<file path="src/core/uifc_map.vh">
`ifndef UIFC_MAP_VH
`define UIFC_MAP_VH

// ************************************************************
// register offsets on the three-bit port address
// ************************************************************
`define UIFC_OFS_DATA 3'h0
`define UIFC_OFS_IEN 3'h1
`define UIFC_OFS_IDENT 3'h2
`define UIFC_OFS_LSTAT 3'h5
`define UIFC_OFS_MSTAT 3'h6

// ************************************************************
// interrupt enable fields
// ************************************************************
`define UIFC_IEN_RXDATA 0
`define UIFC_IEN_TXEMPTY 1
`define UIFC_IEN_LSTAT 2
`define UIFC_IEN_MSTAT 3
`define UIFC_IEN_RESET 4'h0
`define UIFC_IEN_PAD 4'h0

// ************************************************************
// fifo control fields
// ************************************************************
`define UIFC_FC_ENABLE 0
`define UIFC_FC_RXRST 1
`define UIFC_FC_TXRST 2
`define UIFC_FC_TRIG_HI 7
`define UIFC_FC_TRIG_LO 6
`define UIFC_TRIG_RESET 2'h0

// ************************************************************
// identification codes in bits 3:0, upper fields and reset value
// ************************************************************
`define UIFC_ID_NONE 4'h1
`define UIFC_ID_LSTAT 4'h6
`define UIFC_ID_RXDATA 4'h4
`define UIFC_ID_TIMEOUT 4'hc
`define UIFC_ID_TXEMPTY 4'h2
`define UIFC_ID_MSTAT 4'h0
`define UIFC_ID_RSVD 2'h0
`define UIFC_ID_FIFO_ON 2'h3
`define UIFC_ID_FIFO_OFF 2'h0
`define UIFC_IDENT_RESET 8'h01

// ************************************************************
// receive trigger levels in bytes
// ************************************************************
`define UIFC_TRIG_SEL0 5'h01
`define UIFC_TRIG_SEL1 5'h04
`define UIFC_TRIG_SEL2 5'h08
`define UIFC_TRIG_SEL3 5'h0e

// ************************************************************
// timeout: character times and baud ticks per bit
// ************************************************************
`define UIFC_CHAR_TIMES 4
`define UIFC_OVERSAMPLE 16

`endif

</file>
<file path="src/core/uifc_prio.v">
`timescale 1ns/10ps
`include "uifc_map.vh"

// ************************************************************
// fixed-priority selection of the reported interrupt
// ************************************************************
module uifc_prio (
  input wire ls_act,
  input wire rda_act,
  input wire to_act,
  input wire thre_act,
  input wire ms_act,
  output reg [3:0] id_code
);

  // line status first, modem status last
  always @* begin
    if (ls_act) begin
      id_code = `UIFC_ID_LSTAT;
    end else if (rda_act) begin
      id_code = `UIFC_ID_RXDATA;
    end else if (to_act) begin
      id_code = `UIFC_ID_TIMEOUT;
    end else if (thre_act) begin
      id_code = `UIFC_ID_TXEMPTY;
    end else if (ms_act) begin
      id_code = `UIFC_ID_MSTAT;
    end else begin
      id_code = `UIFC_ID_NONE;
    end
  end

endmodule

</file>
<file path="src/core/uifc_timeout.v">
`timescale 1ns/10ps
`include "uifc_map.vh"

// ************************************************************
// receive character timeout
// ************************************************************
module uifc_timeout #(
  parameter CNT_W = 10
) (
  input wire clock,
  input wire rst_n,
  input wire active,
  input wire fifo_move,
  input wire baud_tick,
  input wire [3:0] frame_bits,
  input wire clear,
  output reg pend_r
);

  localparam [31:0] MULT_FULL = `UIFC_CHAR_TIMES * `UIFC_OVERSAMPLE;
  localparam [CNT_W-1:0] MULT = MULT_FULL[CNT_W-1:0];

  reg [CNT_W-1:0] cnt_r;
  wire [CNT_W-1:0] limit;

  // limit follows the live frame length, so a format change re-times it
  assign limit = {{(CNT_W-4){1'b0}}, frame_bits} * MULT;

  always @(posedge clock or negedge rst_n) begin
    if (!rst_n) begin
      cnt_r <= {CNT_W{1'b0}};
    end else if (!active || fifo_move) begin
      cnt_r <= {CNT_W{1'b0}};
    end else if (baud_tick && cnt_r != limit) begin
      cnt_r <= cnt_r + 1'b1;
    end
  end

  always @(posedge clock or negedge rst_n) begin
    if (!rst_n) begin
      pend_r <= 1'b0;
    end else if (active && baud_tick && cnt_r + 1'b1 == limit) begin
      pend_r <= 1'b1;
    end else if (clear || !active) begin
      pend_r <= 1'b0;
    end
  end

endmodule

</file>
<file path="src/core/uifc_top.v">
`timescale 1ns/10ps
`include "uifc_map.vh"

module uifc_top #(
  parameter LVL_W = 5,
  parameter TO_W = 10
) (
  input wire clock,
  input wire rst_n,
  input wire [2:0] bus_addr,
  input wire bus_rd,
  input wire bus_wr,
  input wire [7:0] bus_wdata,
  output reg [7:0] bus_rdata,
  input wire divisor_latch_access,
  input wire interrupt_output_gate,
  input wire line_error_event,
  input wire modem_change_event,
  input wire tx_empty_event,
  input wire rx_data_ready,
  input wire [LVL_W-1:0] rx_fifo_level,
  input wire rx_push,
  input wire rx_pop,
  input wire baud_tick,
  input wire [3:0] frame_bits,
  output reg port_irq,
  output reg fifo_enable,
  output reg [1:0] rx_trigger_sel,
  output reg receive_side_flush,
  output reg transmit_side_flush
);

  // ************************************************************
  // helpers
  // ************************************************************
  function [LVL_W-1:0] trig_bytes;
    input [1:0] sel;
    begin
      case (sel)
        2'h0: trig_bytes = `UIFC_TRIG_SEL0;
        2'h1: trig_bytes = `UIFC_TRIG_SEL1;
        2'h2: trig_bytes = `UIFC_TRIG_SEL2;
        default: trig_bytes = `UIFC_TRIG_SEL3;
      endcase
    end
  endfunction

  // ************************************************************
  // access decode
  // ************************************************************
  wire ien_sel;
  wire ien_wr;
  wire ident_rd;
  wire fc_wr;
  wire data_rd;
  wire data_wr;
  wire lstat_rd;
  wire mstat_rd;

  assign ien_sel = (bus_addr == `UIFC_OFS_IEN) && !divisor_latch_access;
  assign ien_wr = bus_wr && ien_sel;
  // the shared offset ignores the latch flag in both directions
  assign ident_rd = bus_rd && (bus_addr == `UIFC_OFS_IDENT);
  assign fc_wr = bus_wr && (bus_addr == `UIFC_OFS_IDENT);
  assign data_rd = bus_rd && (bus_addr == `UIFC_OFS_DATA) && !divisor_latch_access;
  assign data_wr = bus_wr && (bus_addr == `UIFC_OFS_DATA) && !divisor_latch_access;
  assign lstat_rd = bus_rd && (bus_addr == `UIFC_OFS_LSTAT);
  assign mstat_rd = bus_rd && (bus_addr == `UIFC_OFS_MSTAT);

  // ************************************************************
  // interrupt enable register
  // ************************************************************
  reg [3:0] ien_r;

  always @(posedge clock or negedge rst_n) begin
    if (!rst_n) begin
      ien_r <= `UIFC_IEN_RESET;
    end else if (ien_wr) begin
      // upper nibble is not stored at all
      ien_r <= bus_wdata[3:0];
    end
  end

  // ************************************************************
  // fifo control register
  // ************************************************************
  wire fc_on;

  assign fc_on = bus_wdata[`UIFC_FC_ENABLE];

  always @(posedge clock or negedge rst_n) begin
    if (!rst_n) begin
      fifo_enable <= 1'b0;
    end else if (fc_wr) begin
      fifo_enable <= fc_on;
    end
  end

  always @(posedge clock or negedge rst_n) begin
    if (!rst_n) begin
      rx_trigger_sel <= `UIFC_TRIG_RESET;
    end else if (fc_wr && fc_on) begin
      // a write with bit 0 low leaves the trigger untouched
      rx_trigger_sel <= bus_wdata[`UIFC_FC_TRIG_HI:`UIFC_FC_TRIG_LO];
    end
  end

  // flush strobes are one-cycle pulses, so the control bits self-clear
  always @(posedge clock or negedge rst_n) begin
    if (!rst_n) begin
      receive_side_flush <= 1'b0;
    end else begin
      receive_side_flush <= fc_wr && ((fc_on && bus_wdata[`UIFC_FC_RXRST]) ||
                            (fc_on != fifo_enable));
    end
  end

  always @(posedge clock or negedge rst_n) begin
    if (!rst_n) begin
      transmit_side_flush <= 1'b0;
    end else begin
      transmit_side_flush <= fc_wr && ((fc_on && bus_wdata[`UIFC_FC_TXRST]) ||
                             (fc_on != fifo_enable));
    end
  end

  // ************************************************************
  // interrupt sources
  // ************************************************************
  reg ls_pend_r;
  reg thre_pend_r;
  reg ms_pend_r;
  reg [3:0] ident_r;
  wire to_pend;
  wire rda_level;
  wire thre_clear;

  // set beats clear so an error in the read cycle is kept
  always @(posedge clock or negedge rst_n) begin
    if (!rst_n) begin
      ls_pend_r <= 1'b0;
    end else if (line_error_event) begin
      ls_pend_r <= 1'b1;
    end else if (lstat_rd) begin
      ls_pend_r <= 1'b0;
    end
  end

  always @(posedge clock or negedge rst_n) begin
    if (!rst_n) begin
      ms_pend_r <= 1'b0;
    end else if (modem_change_event) begin
      ms_pend_r <= 1'b1;
    end else if (mstat_rd) begin
      ms_pend_r <= 1'b0;
    end
  end

  // the frozen code decides, so a later event cannot be swallowed
  assign thre_clear = data_wr || (ident_rd && ident_r == `UIFC_ID_TXEMPTY);

  always @(posedge clock or negedge rst_n) begin
    if (!rst_n) begin
      thre_pend_r <= 1'b0;
    end else if (tx_empty_event) begin
      thre_pend_r <= 1'b1;
    end else if (thre_clear) begin
      thre_pend_r <= 1'b0;
    end
  end

  // level based: a buffer read lowers the level and drops it
  assign rda_level = fifo_enable ? (rx_fifo_level >= trig_bytes(rx_trigger_sel)) :
                     rx_data_ready;

  uifc_timeout #(
    .CNT_W(TO_W)
  ) u_timeout (
    .clock(clock),
    .rst_n(rst_n),
    .active(fifo_enable && rx_fifo_level != {LVL_W{1'b0}}),
    .fifo_move(rx_push || rx_pop),
    .baud_tick(baud_tick),
    .frame_bits(frame_bits),
    .clear(data_rd),
    .pend_r(to_pend)
  );

  // ************************************************************
  // priority and identification
  // ************************************************************
  wire [3:0] id_code;
  wire any_act;
  wire ls_act;
  wire rda_act;
  wire to_act;
  wire thre_act;
  wire ms_act;

  assign ls_act = ls_pend_r && ien_r[`UIFC_IEN_LSTAT];
  assign rda_act = rda_level && ien_r[`UIFC_IEN_RXDATA];
  assign to_act = to_pend && fifo_enable && ien_r[`UIFC_IEN_RXDATA];
  assign thre_act = thre_pend_r && ien_r[`UIFC_IEN_TXEMPTY];
  assign ms_act = ms_pend_r && ien_r[`UIFC_IEN_MSTAT];
  assign any_act = ls_act || rda_act || to_act || thre_act || ms_act;

  uifc_prio u_prio (
    .ls_act(ls_act),
    .rda_act(rda_act),
    .to_act(to_act),
    .thre_act(thre_act),
    .ms_act(ms_act),
    .id_code(id_code)
  );

  // frozen during the read; new events show from the next cycle on
  always @(posedge clock or negedge rst_n) begin
    if (!rst_n) begin
      ident_r <= `UIFC_ID_NONE;
    end else if (!ident_rd) begin
      ident_r <= id_code;
    end
  end

  // ************************************************************
  // read data
  // ************************************************************
  reg [7:0] rdata_nxt;

  always @* begin
    rdata_nxt = 8'h00;
    if (ident_rd) begin
      // a timeout code latched just before the fifos went off must not show bit 3
      rdata_nxt = {(fifo_enable ? `UIFC_ID_FIFO_ON : `UIFC_ID_FIFO_OFF),
                   `UIFC_ID_RSVD, (ident_r[3] && fifo_enable), ident_r[2:0]};
    end else if (bus_rd && ien_sel) begin
      rdata_nxt = {`UIFC_IEN_PAD, ien_r};
    end
  end

  // other offsets belong to neighbouring registers and read zero here
  always @(posedge clock or negedge rst_n) begin
    if (!rst_n) begin
      bus_rdata <= 8'h00;
    end else if (bus_rd) begin
      bus_rdata <= rdata_nxt;
    end
  end

  // ************************************************************
  // port interrupt
  // ************************************************************
  // follows the live sources one cycle later, not the frozen code, so a read never holds it back
  always @(posedge clock or negedge rst_n) begin
    if (!rst_n) begin
      port_irq <= 1'b0;
    end else begin
      port_irq <= any_act && interrupt_output_gate;
    end
  end

endmodule

</file>
<file path="config.mk">
export PLATFORM = sky130hd
export DESIGN_NAME = uifc_top
export DESIGN_NICKNAME = d
export VERILOG_FILES = /design/src/core/uifc_prio.v /design/src/core/uifc_timeout.v /design/src/core/uifc_top.v
export VERILOG_INCLUDE_DIRS = /design/src /design/src/core
export SDC_FILE = /design/constraint.sdc
export NUM_CORES = 1
export LEC_CHECK = 0
export BUFFER_PORTS_ARGS = -buffer_cell sky130_fd_sc_hd__buf_4
export CORE_AREA = 2 2 73 75
export DETAILED_ROUTE_END_ITERATION = 10
export DIE_AREA = 0 0 75 77
export PLACE_DENSITY = 0.62
export RECOVER_POWER = 25
export SYNTH_ARGS = -nofsm -noshare
export SYNTH_HDL_FRONTEND = slang
export SYNTH_SLANG_ARGS = --single-unit
</file>
<file path="constraint.sdc">
create_clock -name clock -period 2.8 [get_ports clock]
set_clock_uncertainty 0.1 [all_clocks]
set_input_delay 0.28 -clock clock [delete_from_list [all_inputs] [get_ports clock]]
set_output_delay 0.28 -clock clock [all_outputs]
set_load 0.05 [all_outputs]
</file>
# After elaboration in Yosys (flattened, before gate mapping)
# Index checks and enable logic that the tools add are counted.
# totals
reg_bits	36
latchBits	0
ramBits	0
rom_bits	0
inputBits	33
output_inout_bits	14
word_cells	94
mem_count	0
# classes
addsub	1
n_mul	0
div	0
n_lt_le_gt_ge	1
n_eq_ne	10
shifts	0
n_mux	20
n_bitwise	0
n_reduce_logical	49
# ops
cell	count
1-bit logical AND	29
10-bit two-way mux	2
4-bit two-way mux	5
4-bit one-hot mux with 3 select lines	1
10-bit by 1-bit adder with 10-bit output, second input constant	1
10-bit equality test	1
1-bit logical OR	10
1-bit two-way mux	10
10-bit != test	1
2-bit nonzero test	5
8-bit two-way mux	1
3-bit equality test, second input constant	2
5-bit >= comparator	1
5-bit nonzero test	1
4-bit by 2-bit equality test with 1-bit output, second input constant	1
3-bit by 1-bit equality test with 1-bit output, second input constant	1
3-bit by 2-bit equality test with 1-bit output, second input constant	1
3-bit logical NOT	1
2-bit by 1-bit equality test with 1-bit output, second input constant	1
2-bit equality test, second input constant	1
1-bit logical NOT	2
2-bit logical NOT	1
2-bit two-way mux	1
1-bit != test	1

# Logic depth before layout (Yosys ltp)
# logic_depth
word_depth	10
depth_mapped	7
depth_no_buf	7

# By module
# From an unflattened synthesis, not the netlist that was laid out.
# hier_totals
cells_unflattened	208
area_unflattened_um2	2003.2
# modules_own_cells
module	n_inst	cells_each	area_per_inst_um2	seq_area_each_um2
uifc_top	1	113	1124.8	551.8
uifc_timeout	1	90	837.1	275.3
uifc_prio	1	5	41.3	0.0

# Worst setup path after synthesis
# Ideal clock, no wire load.
# synth_timing
path_type	reg-to-reg
startpoint	reg rx_trigger_sel[1]
endpoint	reg ident_r[0]
setup_time_ns	0.091
t_arrival_ns	1.971
required_ns	2.609
path_slack_ns	0.638
path_stages_with_launch	8
n_path_buf	0
synth_period_minus_slack_ns	2.162
cell_sequence	dfrtp_1 -> nor2_1 -> ha_1 -> nand2b_1 -> a31o_2 -> a31oi_1 -> o21ai_0 -> o31ai_1
# synth_between
elab_chain_len	7
elab_cells_between_ends	9
classes_between	order compare: 1; eq/ne: 2; mux: 4; reduce/logical: 2
# synth_lines
item	line	rtl
from (decl)	uifc_top.v:28	output reg [1:0] rx_trigger_sel,
from (signal assigned)	uifc_top.v:101	rx_trigger_sel <= `UIFC_TRIG_RESET;
from (signal assigned)	uifc_top.v:104	rx_trigger_sel <= bus_wdata[`UIFC_FC_TRIG_HI:`UIFC_FC_TRIG_LO];
2-bit equality test, or another cell as far along	uifc_top.v:39	case (sel)
4-bit one-hot mux with 3 select lines (*)	uifc_top.v:39	
5-bit >= comparator (*)	uifc_top.v:173	assign rda_level = fifo_enable ? (rx_fifo_level >= trig_bytes(rx_trigger_sel)) :
1-bit two-way mux (*)	uifc_top.v:173	
1-bit logical AND (*)	uifc_top.v:201	assign rda_act = rda_level && ien_r[`UIFC_IEN_RXDATA];
4-bit two-way mux (*)	uifc_prio.v:20	end else if (rda_act) begin
4-bit two-way mux (*)	uifc_prio.v:18	if (ls_act) begin
to (signal assigned)	uifc_top.v:219	ident_r <= `UIFC_ID_NONE;
to (signal assigned)	uifc_top.v:221	ident_r <= id_code;
to (decl)	uifc_top.v:133	reg [3:0] ident_r;
# Every way passes the cells marked *; elsewhere a longest branch is shown, timed or not.
# A chain may end at the register's enable or synchronous reset.

# Final worst setup path
# layout_timing
startpoint	reg u_timeout.cnt_r[1]
endpoint	reg u_timeout.pend_r
# layout_between
elab_chain_len	4
elab_cells_between_ends	5
classes_between	add/sub: 1; eq/ne: 1; mux: 1; reduce/logical: 2
# layout_lines
item	line	rtl
from (decl)	uifc_timeout.v:23	reg [CNT_W-1:0] cnt_r;
from (signal assigned)	uifc_timeout.v:31	cnt_r <= {CNT_W{1'b0}};
from (signal assigned)	uifc_timeout.v:33	cnt_r <= {CNT_W{1'b0}};
from (signal assigned)	uifc_timeout.v:35	cnt_r <= cnt_r + 1'b1;
10-bit by 1-bit adder with 10-bit output (*)	uifc_timeout.v:42	end else if (active && baud_tick && cnt_r + 1'b1 == limit) begin
10-bit equality test (*)	uifc_timeout.v:42	
1-bit logical AND (*)	uifc_timeout.v:42	
1-bit two-way mux / 2-bit nonzero test (equally long branches)	n/a	
to (signal assigned)	uifc_timeout.v:41	pend_r <= 1'b0;
to (signal assigned)	uifc_timeout.v:43	pend_r <= 1'b1;
to (signal assigned)	uifc_timeout.v:45	pend_r <= 1'b0;
to (decl)	uifc_timeout.v:17	output reg pend_r
# Marked as above.

==> run summary <==
Mux cell area share after synthesis: 5.06%
CP max stage delay: 0.48 ns
Most common library cell in the layout ignoring fill and taps: buf_4
Slew HR: -18.0%
Via/cell ratio: 5.10
Die Y: 77 um
Ports: 47
Ys flop type: dfrtp_1
RSZ-0062 raised after global routing: no
Vias: 1622
Pwr Total: 1.31 mW
Setup WS post-layout: 0.521 ns
Maxcap violations: 1
Hold Crit Class: in2reg
Post-synthesis sequential area ratio: 42.9%
Power density cells: 547 nW/um2
Worst-path fanout max: 8
Synth Area in Adders: 4.54%
Postcts setup bufs: 0
Yosys warning count: 0
Dpl hpwl: 3.11 mm
DRC: 0
FF+latch area: 827 um2
Worst-Skew Late Latency: 0.29 ns
Die area: 5780 um2
Number of detailed-route iterations in the first pass: 5
Buffer and inverter count on the worst path: 1
Number of synthesized flops with an enable pin: 0
Distinct cells, synth: 46
CTS tree: done
Final period utilization: 81.4%
WP data arrival: 2.36 ns
Final std cells w/o fill: 318
CTS max path bufs: 2
TritonCTS Buffers: 5
Final setup viols: 0
Global route total overflow: 0
WL per Instance: 12.9 um
Cells after Synth: 206
Startpoint class of the critical path: register
Worst slew pin tran: 1.77 ns
Placed insts: 309
# hold bufs at CTS: 1
Filler cell count: 498
Clock Pin Slew Worst Setup and Hold Paths: 0.07 ns
ANT cells: 0
Placer Congestion: 0.837
Critical path, cell by cell: ha_1, inv_1, or3_2, o221ai_1, a22oi_1, o32ai_1
Die width: 75 um
GRT Resource Usage Total: 16.3%
Ys async rst share: 100%
Clk sinks: 33
Max VDD drop: 0.000506 V
Initial antenna violation count: 0
Site row count: 26
Post-synthesis compound-gate area fraction: 14.7%
Pins over their slew limit: 34
Vias in the first global route: 1644
Area of the multi-input gates: 998 um2
Endpoint type of the worst setup path: register
Failing checks: capacitance limit, slew limit
Slowest CP cell: or3_2
Post-CTS sizing: 0
Initial DRC count: 95
Antenna-violating nets left: 0
Data required, critical path: 2.88 ns
First-pass GRT wire length: 7.35 mm
Main combinational cell family by area after synthesis: simple AND/OR/NAND/NOR gates
Setup TNS: 0 ns
Nets: 287
Outcome: complete, but fails checks
Final WL: 4.11 mm
Post-Syn Area: 1930 um2
Endpoints failing hold: 0
Root Driver: clkbuf_8
H-tree Lvls: 2
End-of-flow core utilization: 48.1%
Pre-CTS setup slack: 0.516 ns
CP delay by family, top: compound AO/OA/AOI/OAI gates
Most frequent cells in the layout: 41 x buf_4, 32 x dfrtp_1, 24 x nand2_1
Post-layout min period: 2.28 ns
CORE AREA: 4980 um2
Synth Area in XOR/XNOR: 6.36%
Simple-gate share of the synthesized area: 20.7%
Crit Path Category: reg2reg
Seq cells post-synth: 33
Area grow syn2layout: 24.2%
Leak: 1.05 nW
F_max: 439 MHz
Initial Util: 38.8%
IO buf count: 42
Syn Area/Cell: 9.37 um2
Layout cells sized above 1: 24.6%
Largest net degree at the start of global routing: 34
-- final cells by class --
| class | instances | share of cell area [%] |
|---|---|---|
| inverter | 12 | 1.88 |
| tap | 70 | 3.66 |
| timing repair buffer | 43 | 13.4 |
| multi-input combinational | 152 | 41.7 |
| sequential | 33 | 34.5 |
| clock inverter | 1 | 1.25 |
| clock buffer | 7 | 3.60 |
-- synthesized netlist by cell type (2+ instances only) --
cell type / instances / area [um2]
dfrtp_1: 32 / 801
nand2_1: 24 / 90.1
nor2_1: 20 / 75.1
inv_1: 12 / 45.0
nand3_1: 9 / 45.0
o21ai_0: 9 / 45.0
xnor2_1: 9 / 78.8
a21oi_1: 7 / 35.0
ha_1: 7 / 87.6
buf_4: 6 / 45.0
mux2_2: 6 / 67.6
xor2_1: 5 / 43.8
a22oi_1: 4 / 30.0
mux2i_1: 3 / 30.0
nand4_1: 3 / 18.8
nor4_1: 3 / 18.8
o2111ai_1: 3 / 26.3
o211ai_1: 3 / 22.5
o21a_1: 3 / 22.5
a21o_1: 2 / 15.0
a31o_2: 2 / 17.5
a31oi_1: 2 / 12.5
and2_1: 2 / 12.5
buf_2: 2 / 10.0
clkbuf_1: 2 / 7.51
nand4b_1: 2 / 17.5
nor2b_1: 2 / 12.5
nor3_1: 2 / 10.0
o31ai_1: 2 / 15.0
or3_1: 2 / 12.5
-- where the power goes --
group          internal [mW]  switching, mW  total [mW]
registers              0.526         0.0461       0.572
clock network          0.290          0.176       0.466
logic                  0.112          0.161       0.273
-- layer usage --
| metal | wire [um] | part of all wire, % | GRT usage (%) | vias up |
|---|---|---|---|---|
| li1 | - | - | - | 807 |
| met1 | 1890 | 46 | 20.8 | 767 |
| met2 | 1980 | 48 | 26.1 | 42 |
| met3 | 189 | 4.6 | 4.20 | 6 |
| met4 | 57 | 1.4 | 5.89 | 0 |
| met5 | 0 | 0 | 0 | - |
-- sequential cells by signal, summed over array words and instances (netlist names), 2 cells and up --
signal / cells
u_timeout.cnt_r: 10
bus_rdata: 5
ident_r: 4
ien_r: 4
rx_trigger_sel: 2
-- worst paths after layout --
| path | start | endpoint | slack [ns] | cells past startpoint |
|---|---|---|---|---|
| setup / recovery | u_timeout.cnt_r[1] | u_timeout.pend_r | 0.52 | 6 |
| hold / removal | modem_change_event | ms_pend_r | 0.07 | 2 |
| setup reg to reg | u_timeout.cnt_r[1] | u_timeout.pend_r | 0.52 | 6 |
| hold reg to reg | ms_pend_r | ms_pend_r | 0.38 | 1 |
| max in group asynchronous | rst_n | bus_rdata[2] | 0.68 | 2 |
| min in group asynchronous | rst_n | rx_trigger_sel[1] | 0.90 | 2 |
-- cell families (layout without fill, tap and decap cells) --
kind of cell,Yosys count,count (layout)
mux,9,9
buf+inv,22,63
compound gates,42,42
simple gates,78,78
flops,33,33
xor+xnor,14,14
fa+ha+maj,7,7
other cells,1,2
-- stage by stage --
step	hold WS, ns	area, um2
3_5_place_dp	0.150	2270
4_1_cts	0.0591	2400
5_1_grt	0.0697	2400
6_report	0.0689	2400
2_1_floorplan	-0.116	1930
3_3_place_gp	0.149	2270
Power figures use the tool's default switching activity.
